File: src/rtl/fwh_pkg.sv
package fwh_pkg;

	// ------------------------------------------------------------
	// Configuration offsets (byte addresses)
	// ------------------------------------------------------------
	localparam logic [7:0] ARBITRATION_HINT_OFFSET = 8'h3e;
	localparam logic [7:0] HOST_CONTROLLER_CONTROL_OFFSET = 8'h40;
	localparam logic [7:0] POWER_CAPABILITY_HEADER_OFFSET = 8'h44;

	// ------------------------------------------------------------
	// Field positions and values after reset
	// ------------------------------------------------------------
	localparam int LATENCY_REQUEST_LSB = 8;
	localparam int GRANT_REQUEST_LSB = 0;
	localparam int HINT_LANE_SHIFT = 16;
	localparam int BYTE_SWAP_BIT = 0;
	localparam logic [7:0] LATENCY_REQUEST_RESET = 8'h04;
	localparam logic [7:0] GRANT_REQUEST_RESET = 8'h02;
	localparam logic [15:0] ARBITRATION_HINT_RESET = 16'h0402;
	localparam logic HOST_CONTROLLER_CONTROL_RESET = 1'h0;
	localparam logic [7:0] NEXT_CAPABILITY_POINTER = 8'h00;
	localparam logic [7:0] CAPABILITY_CODE = 8'h01;
	localparam logic [31:0] UNMAPPED_READ_VALUE = 32'h0000_0000;

	// ------------------------------------------------------------
	// Types
	// ------------------------------------------------------------
	typedef enum logic {
		FWH_AWAIT_LOAD,
		FWH_LOAD_DONE
	} fwh_load_state_t;

	typedef struct packed {
		logic read;
		logic write;
		logic [5:0] dword_address;
		logic [3:0] byte_enable;
		logic [31:0] write_data;
	} fwh_cfg_request_t;

	typedef struct packed {
		logic ack;
		logic [31:0] read_data;
	} fwh_cfg_answer_t;

	typedef struct packed {
		logic valid;
		logic [31:0] data;
	} fwh_quadlet_t;

	typedef struct packed {
		logic valid;
		logic [3:0] latency_low;
		logic [3:0] grant_low;
	} fwh_eeprom_load_t;

	typedef struct packed {
		fwh_load_state_t load_state;
		logic [7:0] latency_request;
		logic [7:0] grant_request;
		logic byte_swap;
		fwh_cfg_answer_t cfg_answer;
		fwh_quadlet_t to_core;
		fwh_quadlet_t to_pci;
	} fwh_state_t;

endpackage

File: src/rtl/fwh_header_tail.sv
`timescale 1ns/1ns
// Contract
// - EEPROM present fills hint during post-reset load
// - No EEPROM: hint reads 0402h
// - Only latency bits 11-8 EEPROM-loadable
// - Only grant bits 3-0 EEPROM-loadable
// - Hint restored only by global reset
// - Swap bit set byte-reverses every quadlet
// - Control bits 31-1 read zero, writes ignored
// - Next-capability pointer reads 00h
// - Capability code reads 01h
module fwh_header_tail
	import fwh_pkg::*;
(
	input wire logic clock, // 20 MHz configuration clock
	input wire logic reset_n, // Global reset, active low
	input wire logic function_reset, // Function or bus reset, synchronous
	input wire logic eeprom_present, // Serial EEPROM detected
	input wire fwh_eeprom_load_t eeprom_load, // Loader strobe and nibbles
	input wire fwh_cfg_request_t cfg_request, // Configuration access
	output fwh_cfg_answer_t cfg_answer, // Registered read answer
	output logic byte_swap_enable, // Big-endian mode
	input wire fwh_quadlet_t pci_write_quadlet, // Quadlet from the bus
	output fwh_quadlet_t core_write_quadlet, // Quadlet toward the core
	input wire fwh_quadlet_t core_read_quadlet, // Quadlet from the core
	output fwh_quadlet_t pci_read_quadlet // Quadlet toward the bus
);

	// ------------------------------------------------------------
	// Quadlet orientation
	// ------------------------------------------------------------
	// Big-endian hosts see each quadlet with its bytes reversed
	function automatic logic [31:0] fwh_orient(input logic swap, input logic [31:0] quadlet);
		logic [7:0] lane0;
		logic [7:0] lane1;
		logic [7:0] lane2;
		logic [7:0] lane3;
		lane0 = quadlet[7:0];
		lane1 = quadlet[15:8];
		lane2 = quadlet[23:16];
		lane3 = quadlet[31:24];
		if (swap) begin
			fwh_orient = {lane0, lane1, lane2, lane3};
		end else begin
			fwh_orient = {lane3, lane2, lane1, lane0};
		end
	endfunction

	// Idle cycles carry zero data so a stale quadlet never lingers on the port
	function automatic fwh_quadlet_t fwh_pass_quadlet(input logic swap, input fwh_quadlet_t quadlet);
		fwh_quadlet_t passed;
		passed = '0;
		if (quadlet.valid) begin
			passed.valid = 1'b1;
			passed.data = fwh_orient(swap, quadlet.data);
		end
		fwh_pass_quadlet = passed;
	endfunction

	// ------------------------------------------------------------
	// Address decode
	// ------------------------------------------------------------
	function automatic logic fwh_hits(input logic [5:0] dword_address, input logic [7:0] offset);
		fwh_hits = (dword_address == offset[7:2]);
	endfunction

	// Only the control dword takes host writes, and only its lowest lane matters
	function automatic logic fwh_control_write(input fwh_cfg_request_t request);
		logic lane_zero;
		logic hit;
		lane_zero = request.byte_enable[0];
		hit = fwh_hits(request.dword_address, HOST_CONTROLLER_CONTROL_OFFSET);
		fwh_control_write = request.write && lane_zero && hit;
	endfunction

	// ------------------------------------------------------------
	// Control register
	// ------------------------------------------------------------
	// Function reset wins over a host write in the same cycle
	function automatic logic fwh_next_swap(input logic clear, input fwh_cfg_request_t request, input logic current);
		logic swap;
		swap = current;
		if (clear) begin
			swap = HOST_CONTROLLER_CONTROL_RESET;
		end else if (fwh_control_write(request)) begin
			swap = request.write_data[BYTE_SWAP_BIT];
		end
		fwh_next_swap = swap;
	endfunction

	// ------------------------------------------------------------
	// Arbitration hint
	// ------------------------------------------------------------
	// A strobe without a detected EEPROM is not a load
	function automatic logic fwh_load_taken(input logic present, input fwh_eeprom_load_t load);
		fwh_load_taken = present && load.valid;
	endfunction

	// Upper nibble of each field is not loadable and keeps its default
	function automatic logic [7:0] fwh_loaded_field(input logic [7:0] default_value, input logic [3:0] low_nibble);
		fwh_loaded_field = {default_value[7:4], low_nibble};
	endfunction

	// Hint fills the upper half of its dword; the lower half lies outside this block
	function automatic logic [31:0] fwh_hint_word(input logic [7:0] latency, input logic [7:0] grant);
		logic [31:0] fields;
		fields = {16'h0000, latency, grant};
		fwh_hint_word = fields << HINT_LANE_SHIFT;
	endfunction

	// ------------------------------------------------------------
	// Read words
	// ------------------------------------------------------------
	function automatic logic [31:0] fwh_control_word(input logic swap);
		logic [31:0] word;
		word = 32'h0000_0000;
		word[BYTE_SWAP_BIT] = swap;
		fwh_control_word = word;
	endfunction

	function automatic logic [31:0] fwh_header_word();
		fwh_header_word = {16'h0000, NEXT_CAPABILITY_POINTER, CAPABILITY_CODE};
	endfunction

	// Configuration reads are never byte-swapped; the swap bit governs the quadlet path
	function automatic logic [31:0] fwh_read_word(input logic [5:0] dword_address, input logic [7:0] latency,
			input logic [7:0] grant, input logic swap);
		logic [31:0] word;
		word = UNMAPPED_READ_VALUE;
		if (fwh_hits(dword_address, ARBITRATION_HINT_OFFSET)) begin
			word = fwh_hint_word(latency, grant);
		end else if (fwh_hits(dword_address, HOST_CONTROLLER_CONTROL_OFFSET)) begin
			word = fwh_control_word(swap);
		end else if (fwh_hits(dword_address, POWER_CAPABILITY_HEADER_OFFSET)) begin
			word = fwh_header_word();
		end
		fwh_read_word = word;
	endfunction

	// Every access is answered one cycle later; only reads carry data
	function automatic fwh_cfg_answer_t fwh_answer(input fwh_cfg_request_t request, input fwh_state_t current);
		fwh_cfg_answer_t answer;
		answer.ack = request.read || request.write;
		answer.read_data = UNMAPPED_READ_VALUE;
		if (request.read) begin
			answer.read_data = fwh_read_word(request.dword_address, current.latency_request,
				current.grant_request, current.byte_swap);
		end
		fwh_answer = answer;
	endfunction

	// ------------------------------------------------------------
	// State
	// ------------------------------------------------------------
	fwh_state_t state;
	fwh_state_t next_state;

	// ------------------------------------------------------------
	// Next state
	// ------------------------------------------------------------
	always_comb begin
		next_state = state;

		// Loader is taken once per global reset
		case (state.load_state)
			FWH_AWAIT_LOAD: begin
				if (fwh_load_taken(eeprom_present, eeprom_load)) begin
					next_state.latency_request =
						fwh_loaded_field(LATENCY_REQUEST_RESET, eeprom_load.latency_low);
					next_state.grant_request =
						fwh_loaded_field(GRANT_REQUEST_RESET, eeprom_load.grant_low);
					next_state.load_state = FWH_LOAD_DONE;
				end else begin
					next_state.load_state = FWH_AWAIT_LOAD;
				end
			end
			FWH_LOAD_DONE: begin
				// Later strobes are dropped; only global reset reopens the loader
				next_state.load_state = FWH_LOAD_DONE;
			end
			default: begin
				next_state.load_state = FWH_AWAIT_LOAD;
			end
		endcase

		// Function and bus resets clear the control bit only, never the hint
		next_state.byte_swap = fwh_next_swap(function_reset, cfg_request, state.byte_swap);
		next_state.cfg_answer = fwh_answer(cfg_request, state);
		next_state.to_core = fwh_pass_quadlet(state.byte_swap, pci_write_quadlet);
		next_state.to_pci = fwh_pass_quadlet(state.byte_swap, core_read_quadlet);
	end

	// ------------------------------------------------------------
	// State register
	// ------------------------------------------------------------
	always_ff @(posedge clock or negedge reset_n) begin
		if (!reset_n) begin
			state.load_state <= FWH_AWAIT_LOAD;
			state.latency_request <= LATENCY_REQUEST_RESET;
			state.grant_request <= GRANT_REQUEST_RESET;
			state.byte_swap <= HOST_CONTROLLER_CONTROL_RESET;
			state.cfg_answer.ack <= 1'b0;
			state.cfg_answer.read_data <= UNMAPPED_READ_VALUE;
			state.to_core.valid <= 1'b0;
			state.to_core.data <= 32'h0000_0000;
			state.to_pci.valid <= 1'b0;
			state.to_pci.data <= 32'h0000_0000;
		end else begin
			state <= next_state;
		end
	end

	// ------------------------------------------------------------
	// Outputs
	// ------------------------------------------------------------
	assign cfg_answer = state.cfg_answer;
	assign byte_swap_enable = state.byte_swap;
	assign core_write_quadlet = state.to_core;
	assign pci_read_quadlet = state.to_pci;

endmodule

File: config.mk
export PLATFORM = sky130hd
export DESIGN_NAME = fwh_header_tail
export DESIGN_NICKNAME = d
export VERILOG_FILES = /design/src/rtl/fwh_pkg.sv /design/src/rtl/fwh_header_tail.sv
export SDC_FILE = /design/constraint.sdc
export NUM_CORES = 1
export LEC_CHECK = 0
export BUFFER_PORTS_ARGS = -buffer_cell sky130_fd_sc_hd__buf_2
export CAP_MARGIN = 20
export CORE_MARGIN = 8
export CORE_UTILIZATION = 47
export CTS_BUF_LIST = sky130_fd_sc_hd__clkbuf_4 sky130_fd_sc_hd__clkbuf_8
export DETAILED_ROUTE_END_ITERATION = 10
export PLACE_DENSITY = 0.86
export RECOVER_POWER = 25
export SYNTH_ARGS = -nofsm -noshare
export SYNTH_HDL_FRONTEND = slang
export SYNTH_SLANG_ARGS = --single-unit
File: constraint.sdc
create_clock -name clock -period 1.4 [get_ports clock]
set_input_delay 0.07 -clock clock [delete_from_list [all_inputs] [get_ports clock]]
set_output_delay 0.07 -clock clock [all_outputs]
set_load 0.01 [all_outputs]
==> results.sh, run 1 <==
export IMPL_largest_net_degree_at_the_start_of_global_routing=38
export IMPL_cts_sink_count=86
export IMPL_rsz0062_at_grt="false"
export IMPL_path_max_fanout=2
export IMPL_clock_tree_buffer_depth=2
export IMPL_grt_pass1_wl_mm=16.2
export IMPL_floorplan_io_pins=223
export IMPL_die_w_um=111
export IMPL_final_count_of_negative_setup_slack_endpoints=0
export IMPL_vias_in_the_first_global_route=3231
export IMPL_wirelength_routed_mm=10.2
export IMPL_clock_root_buffer="sky130_fd_sc_hd__clkbuf_8"
export IMPL_placeableCoreArea_mm2=0.00876
export IMPL_final_nets=622
export IMPL_maxSlewViolCount=0
export IMPL_final_instance_count_excl_fill=613
export IMPL_synth_compound_area_share_pct=0.176
export IMPL_tns_ns=0
export IMPL_postSynthCellCount=358
export IMPL_power_static_leakage_nw=2.57
export IMPL_worst_endpoint_required_ns=1.62
export IMPL_portBuffers=165
export IMPL_overflow=0
export IMPL_yosysUniqueCellTypes=20
export IMPL_post_place_cells=546
export IMPL_portion_of_the_post_synthesis_area_used_by_sequential_elements_pct=50.5
export IMPL_hp_class="in2reg"
export IMPL_dr_total_vias=2799
export IMPL_finClkSkew_ns=0.0193
export IMPL_synth_adder_area_share_pct=0
export IMPL_drv_max_cap_violation_count=0
export IMPL_detailed_place_hpwl_mm=7.26
export IMPL_ctsHtreeMaxLevel=3
export IMPL_critical_path_top_cell_by_count="sky130_fd_sc_hd__dlygate4sd3_1"
export IMPL_status="finished, final reports clean"
export IMPL_critical_path_startpoint="cfg_request[43]"
export IMPL_post_route_period_util_pct=97.8
export IMPL_layout_filler_cells=699
export IMPL_cts_repair_resize_count=0
export IMPL_timing_setup_critical_path_class="in2reg"
export IMPL_post_synth_cell_area_avg_um2=11.9
export IMPL_synth_ff_latch_count=86
export IMPL_critical_path_reg2reg_startpoint="byte_swap_enable"
export IMPL_worstSetupEndpointType="register"
export IMPL_max_freq_mhz=730
export IMPL_hold_buffers_post_cts=50
export IMPL_grt_total_usage_pct=16.4
export IMPL_arrival_ns=1.58
export IMPL_critPathLaunchType="input pin"
export IMPL_grt_antenna_before_repair=1
export IMPL_post_cts_setup_buffers=0
export IMPL_drtAntennaViolNets=0
export IMPL_muxShareOfSynthArea_pct=17.4
export IMPL_timing_hold_worst_start="core_read_quadlet[3]"
export IMPL_power_density_mw_per_mm2=969
export IMPL_layout_drive_gt1_share_pct=39.5
export IMPL_routabilityCongestion=0.730
export IMPL_worst_ir_drop_vdd_uv=621
export IMPL_floorplan_die_height_um=111
export IMPL_hold_slack_ns=0.0223
export IMPL_syn_area_mm2=0.00426
export IMPL_rows=34
export IMPL_mostFrequentLayoutCells="162 x sky130_fd_sc_hd__buf_2, 83 x sky130_fd_sc_hd__dfrtp_1, 65 x sky130_fd_sc_hd__mux2i_1"
export IMPL_synth_xor_area_share_pct=0
export IMPL_rr_worst_depth=3
export IMPL_final_min_clock_period_ns=1.37
export IMPL_timing_critical_path_slowest_stage_cell="sky130_fd_sc_hd__dlygate4sd3_1"
export IMPL_syn2layout_area_growth_pct=23.8
export IMPL_tightest_slew_ns=1.09
export IMPL_drc=0
export IMPL_report_final_hold_viol_count=0
export IMPL_hold_depth=3
export IMPL_drt_iter0_markers=85
export IMPL_post_synth_and_or_nand_nor_area_fraction_pct=12.7
export IMPL_timing_max_slew_rel_slack_pct=27.3
export IMPL_synth_warnings=0
export IMPL_cts_tree="yes"
export IMPL_die_area_mm2=0.0124
export IMPL_worstPathCellList="dlygate4sd3_1 > buf_2 > or2_2 > dlygate4sd3_1"
export IMPL_viasPerCell=4.57
export IMPL_layout_commonest_cell="sky130_fd_sc_hd__buf_2"
export IMPL_number_of_buffers_created_by_cts=9
export IMPL_drt_first_pass_iters=4
export IMPL_main_combinational_cell_family_by_area_after_synthesis="buffers and inverters"
export IMPL_starting_density_pct=48.6
export IMPL_routed_wire_length_per_instance_um=16.7
export IMPL_worstSkewPairLatency_ns=0.35
export IMPL_cp_slowest_stage_delay_ns=0.56
export IMPL_path_clk_slew_ns=0.10
[flip-flops by register name (all words and copies together), names as in the netlist]
register and count:
byte_swap_enable 1, core_write_quadlet 33, pci_read_quadlet 33, state 9
cfg_answer 10
[critical path: cells and delay by family]
family / cells / cell delay (ns)
simple gates: 1 / 0.29
buf+inv: 3 / 1.23
[cell usage after synthesis (all sizes together)]
cell	number	share of area [%]
nand3b	1	0.18
mux2	8	2.1
a21o	1	0.18
nor2	1	0.088
clkbuf	7	0.62
nor2b	64	9.4
dfstp	2	1.2
conb	1	0.088
nor3	2	0.23
nor4	1	0.50
buf	106	18
or4b	1	0.32
mux2i	65	15
dfrtp	84	49
nand4	1	0.15
nand2b	3	0.44
and2	8	1.2
or2	1	0.15
nand2	1	0.088
[path summary, 6_finish.rpt]
check	endpoint	slack [ns]
setup / recovery	cfg_answer[32]	0.03
hold / removal	pci_read_quadlet[3]	0.02
setup reg to reg	core_write_quadlet[18]	0.16
hold reg to reg	cfg_answer[27]	0.48
max in group asynchronous	state[101]	0.23
min in group asynchronous	pci_read_quadlet[3]	0.33
[cells by family (layout without fill, tap and decap cells)]
| logic type | count (synthesis) | after routing |
|---|---|---|
| compound gates | 1 | 1 |
| other cells | 1 | 24 |
| flops | 86 | 86 |
| mux | 73 | 73 |
| simple gates | 84 | 84 |
| buf+inv | 113 | 237 |
[layout make-up]
type | instances | area, µm² | share of cell area (%)
clock buffer | 12 | 146 | 2.77
timing repair buffer | 221 | 1410 | 26.7
tap | 108 | 135 | 2.56
clock inverter | 4 | 48.8 | 0.925
sequential | 86 | 2160 | 40.9
antenna | 1 | 2.50 | 0.0474
multi-input combinational | 181 | 1380 | 26.1
[power breakdown]
| part | internal (mW) | total, mW | switching (mW) |
|---|---|---|---|
| registers | 2.63 | 2.67 | 0.0431 |
| logic | 0.370 | 0.733 | 0.363 |
| clock network | 0.884 | 1.71 | 0.825 |
[layer usage]
metal	vias up	wire length (µm)	global-route usage, %
li1	1317	-	-
met1	1335	3850	16.5
met2	133	5100	28.1
met3	14	1160	8.71
met4	0	131	5.51
met5	-	0	0
[metrics by stage]
stage                     util, %  cell area, µm²  power (mW)  setup slack, ns
after global placement       52.4            4590        3.32            0.134
after floorplan                 -            4350        3.16           0.0997
after global routing         60.2            5280        5.36           0.0331
final                        60.2            5280        5.11           0.0310
after CTS                    60.4            5290        5.17           0.0606
after detailed placement     52.4            4590        3.35           0.0964
No activity file was read; power rests on OpenSTA's default activity.
==> run 2: changes to the inputs <==
--- a/config.mk
+++ b/config.mk
@@ -11,6 +11,7 @@
 export CORE_UTILIZATION = 47
 export CTS_BUF_LIST = sky130_fd_sc_hd__clkbuf_4 sky130_fd_sc_hd__clkbuf_8
 export DETAILED_ROUTE_END_ITERATION = 10
+export MAX_ROUTING_LAYER = met4
 export PLACE_DENSITY = 0.86
 export RECOVER_POWER = 25
 export SYNTH_ARGS = -nofsm -noshare
==> results.sh, run 2 (synthesis gave the netlist of run 1 again) <==
export IMPL_syn2layout_area_growth_pct=23.8
export IMPL_mostFrequentLayoutCells="162 x sky130_fd_sc_hd__buf_2, 83 x sky130_fd_sc_hd__dfrtp_1, 65 x sky130_fd_sc_hd__mux2i_1"
export IMPL_worst_endpoint_required_ns=1.62
export IMPL_die_area_mm2=0.0124
export IMPL_placeableCoreArea_mm2=0.00876
export IMPL_number_of_buffers_created_by_cts=9
export IMPL_routed_wire_length_per_instance_um=16.8
export IMPL_finClkSkew_ns=0.0150
export IMPL_die_w_um=111
export IMPL_critPathLaunchType="input pin"
export IMPL_grt_pass1_wl_mm=16.2
export IMPL_largest_net_degree_at_the_start_of_global_routing=38
export IMPL_power_static_leakage_nw=2.57
export IMPL_starting_density_pct=48.6
export IMPL_tightest_slew_ns=1.09
export IMPL_final_core_util_pct=60.2
export IMPL_worst_slack_at_placement_ns=0.0964
export IMPL_post_cts_setup_buffers=0
export IMPL_drv_max_cap_violation_count=0
export IMPL_dr_total_vias=2810
export IMPL_critical_path_startpoint="cfg_request[43]"
export IMPL_grt_antenna_before_repair=1
export IMPL_grt_total_usage_pct=16.8
export IMPL_routabilityCongestion=0.738
export IMPL_worstSkewPairLatency_ns=0.35
export IMPL_rows=34
export IMPL_overflow=0
export IMPL_hold_slack_ns=0.0227
export IMPL_layout_drive_gt1_share_pct=39.5
export IMPL_floorplan_io_pins=223
export IMPL_timing_max_slew_rel_slack_pct=27.1
export IMPL_portBuffers=165
export IMPL_viasPerCell=4.58
export IMPL_worst_ir_drop_vdd_uv=622
export IMPL_ctsHtreeMaxLevel=3
export IMPL_rsz0062_at_grt="false"
export IMPL_rr_worst_depth=3
export IMPL_tns_ns=0
export IMPL_drtAntennaViolNets=0
export IMPL_drt_iter0_markers=95
export IMPL_drt_first_pass_iters=4
export IMPL_final_nets=622
export IMPL_cts_tree="yes"
export IMPL_max_freq_mhz=732
export IMPL_layout_commonest_cell="sky130_fd_sc_hd__buf_2"
export IMPL_setup_reg_to_reg_worst_slack_ns=0.17
export IMPL_floorplan_die_height_um=111
export IMPL_worstSetupEndpointType="register"
export IMPL_clock_tree_buffer_depth=2
export IMPL_path_max_fanout=2
export IMPL_post_layout_total_power_mw=5.12
export IMPL_cell_internal_pwr_mw=3.88
export IMPL_critical_path_reg2reg_startpoint="byte_swap_enable"
export IMPL_clock_root_buffer="sky130_fd_sc_hd__clkbuf_8"
export IMPL_report_final_hold_viol_count=0
export IMPL_path_clk_slew_ns=0.08
export IMPL_post_route_period_util_pct=97.6
export IMPL_comb_power_share_pct=14.3
export IMPL_cts_sink_count=86
export IMPL_final_instance_count_excl_fill=613
export IMPL_crit_end="cfg_answer[32]"
export IMPL_vias_in_the_first_global_route=3240
export IMPL_layout_filler_cells=699
export IMPL_switching_power_mw=1.24
export IMPL_design_area_mm2=0.00528
export IMPL_maxSlewViolCount=0
export IMPL_area_after_detailed_placement_mm2=0.00459
export IMPL_r2r_end="core_write_quadlet[18]"
export IMPL_wirelength_routed_mm=10.3
export IMPL_power_frac_clock_pct=33.5
export IMPL_timing_setup_critical_path_class="in2reg"
export IMPL_layout_setup_ws_ns=0.0342
export IMPL_power_density_mw_per_mm2=970
export IMPL_power_frac_seq_pct=52.2
export IMPL_final_count_of_negative_setup_slack_endpoints=0
export IMPL_post_place_cells=546
export IMPL_drc=0
export IMPL_switching_share_pct=24.2
export IMPL_arrival_ns=1.58
export IMPL_hp_class="in2reg"
export IMPL_detailed_place_hpwl_mm=7.26
export IMPL_final_min_clock_period_ns=1.37
export IMPL_status="finished, final reports clean"
run 2: cell counts in the layout (fill, tap and decap cells not counted):
Identical to the previous run, type by type.
run 2: power groups by stage:
stage	clock, mW	sequential (mW)	combinational (mW)
floorplan	0	2.71	0.449
global placement	0	2.71	0.603
detailed placement	0	2.72	0.626
CTS	1.77	2.67	0.734
global route	1.86	2.69	0.806
finish	1.72	2.67	0.734
run 2: layout make-up:
cell class	count	area, µm²	share of cell area (%)
Antenna cell	1	2.50	0.0474
Clock buffer	12	146	2.77
Clock inverter	4	48.8	0.925
Multi-Input combinational cell	181	1380	26.1
Sequential cell	86	2160	40.9
Tap cell	108	135	2.56
Timing Repair Buffer	221	1410	26.7
run 2: timing repair:
item	CTS	global route
hold endpoints to repair	73	0
setup endpoints to repair	0	0
hold buffers	50	0
resized for setup	0	0
run 2: worst min-delay path by stage:
stage	from	slack (ns)	cells after the start	end
floorplan	reset_n	-0.23	0	byte_swap_enable
global placement	reset_n	0.03	1	pci_read_quadlet[13]
detailed placement	reset_n	0.03	1	pci_read_quadlet[13]
CTS	pci_write_quadlet[5]	0.0009	3	core_write_quadlet[5]
global route	core_read_quadlet[19]	0.01	3	pci_read_quadlet[19]
finish	core_read_quadlet[12]	0.02	3	pci_read_quadlet[20]
run 2: critical path, stage by stage:
cell,delay [ns]
sky130_fd_sc_hd__dlygate4sd3_1,0.54
sky130_fd_sc_hd__buf_2,0.13
sky130_fd_sc_hd__or2_2,0.29
sky130_fd_sc_hd__dlygate4sd3_1,0.56
run 2: layer usage:
metal / GRT usage (%) / vias up / wire, µm
li1: - / 1313 / -
met5: - / - / 0
met1: 17.8 / 1350 / 4110
met3: 6.76 / 14 / 935
met2: 28.1 / 133 / 5110
met4: 5.51 / 0 / 131
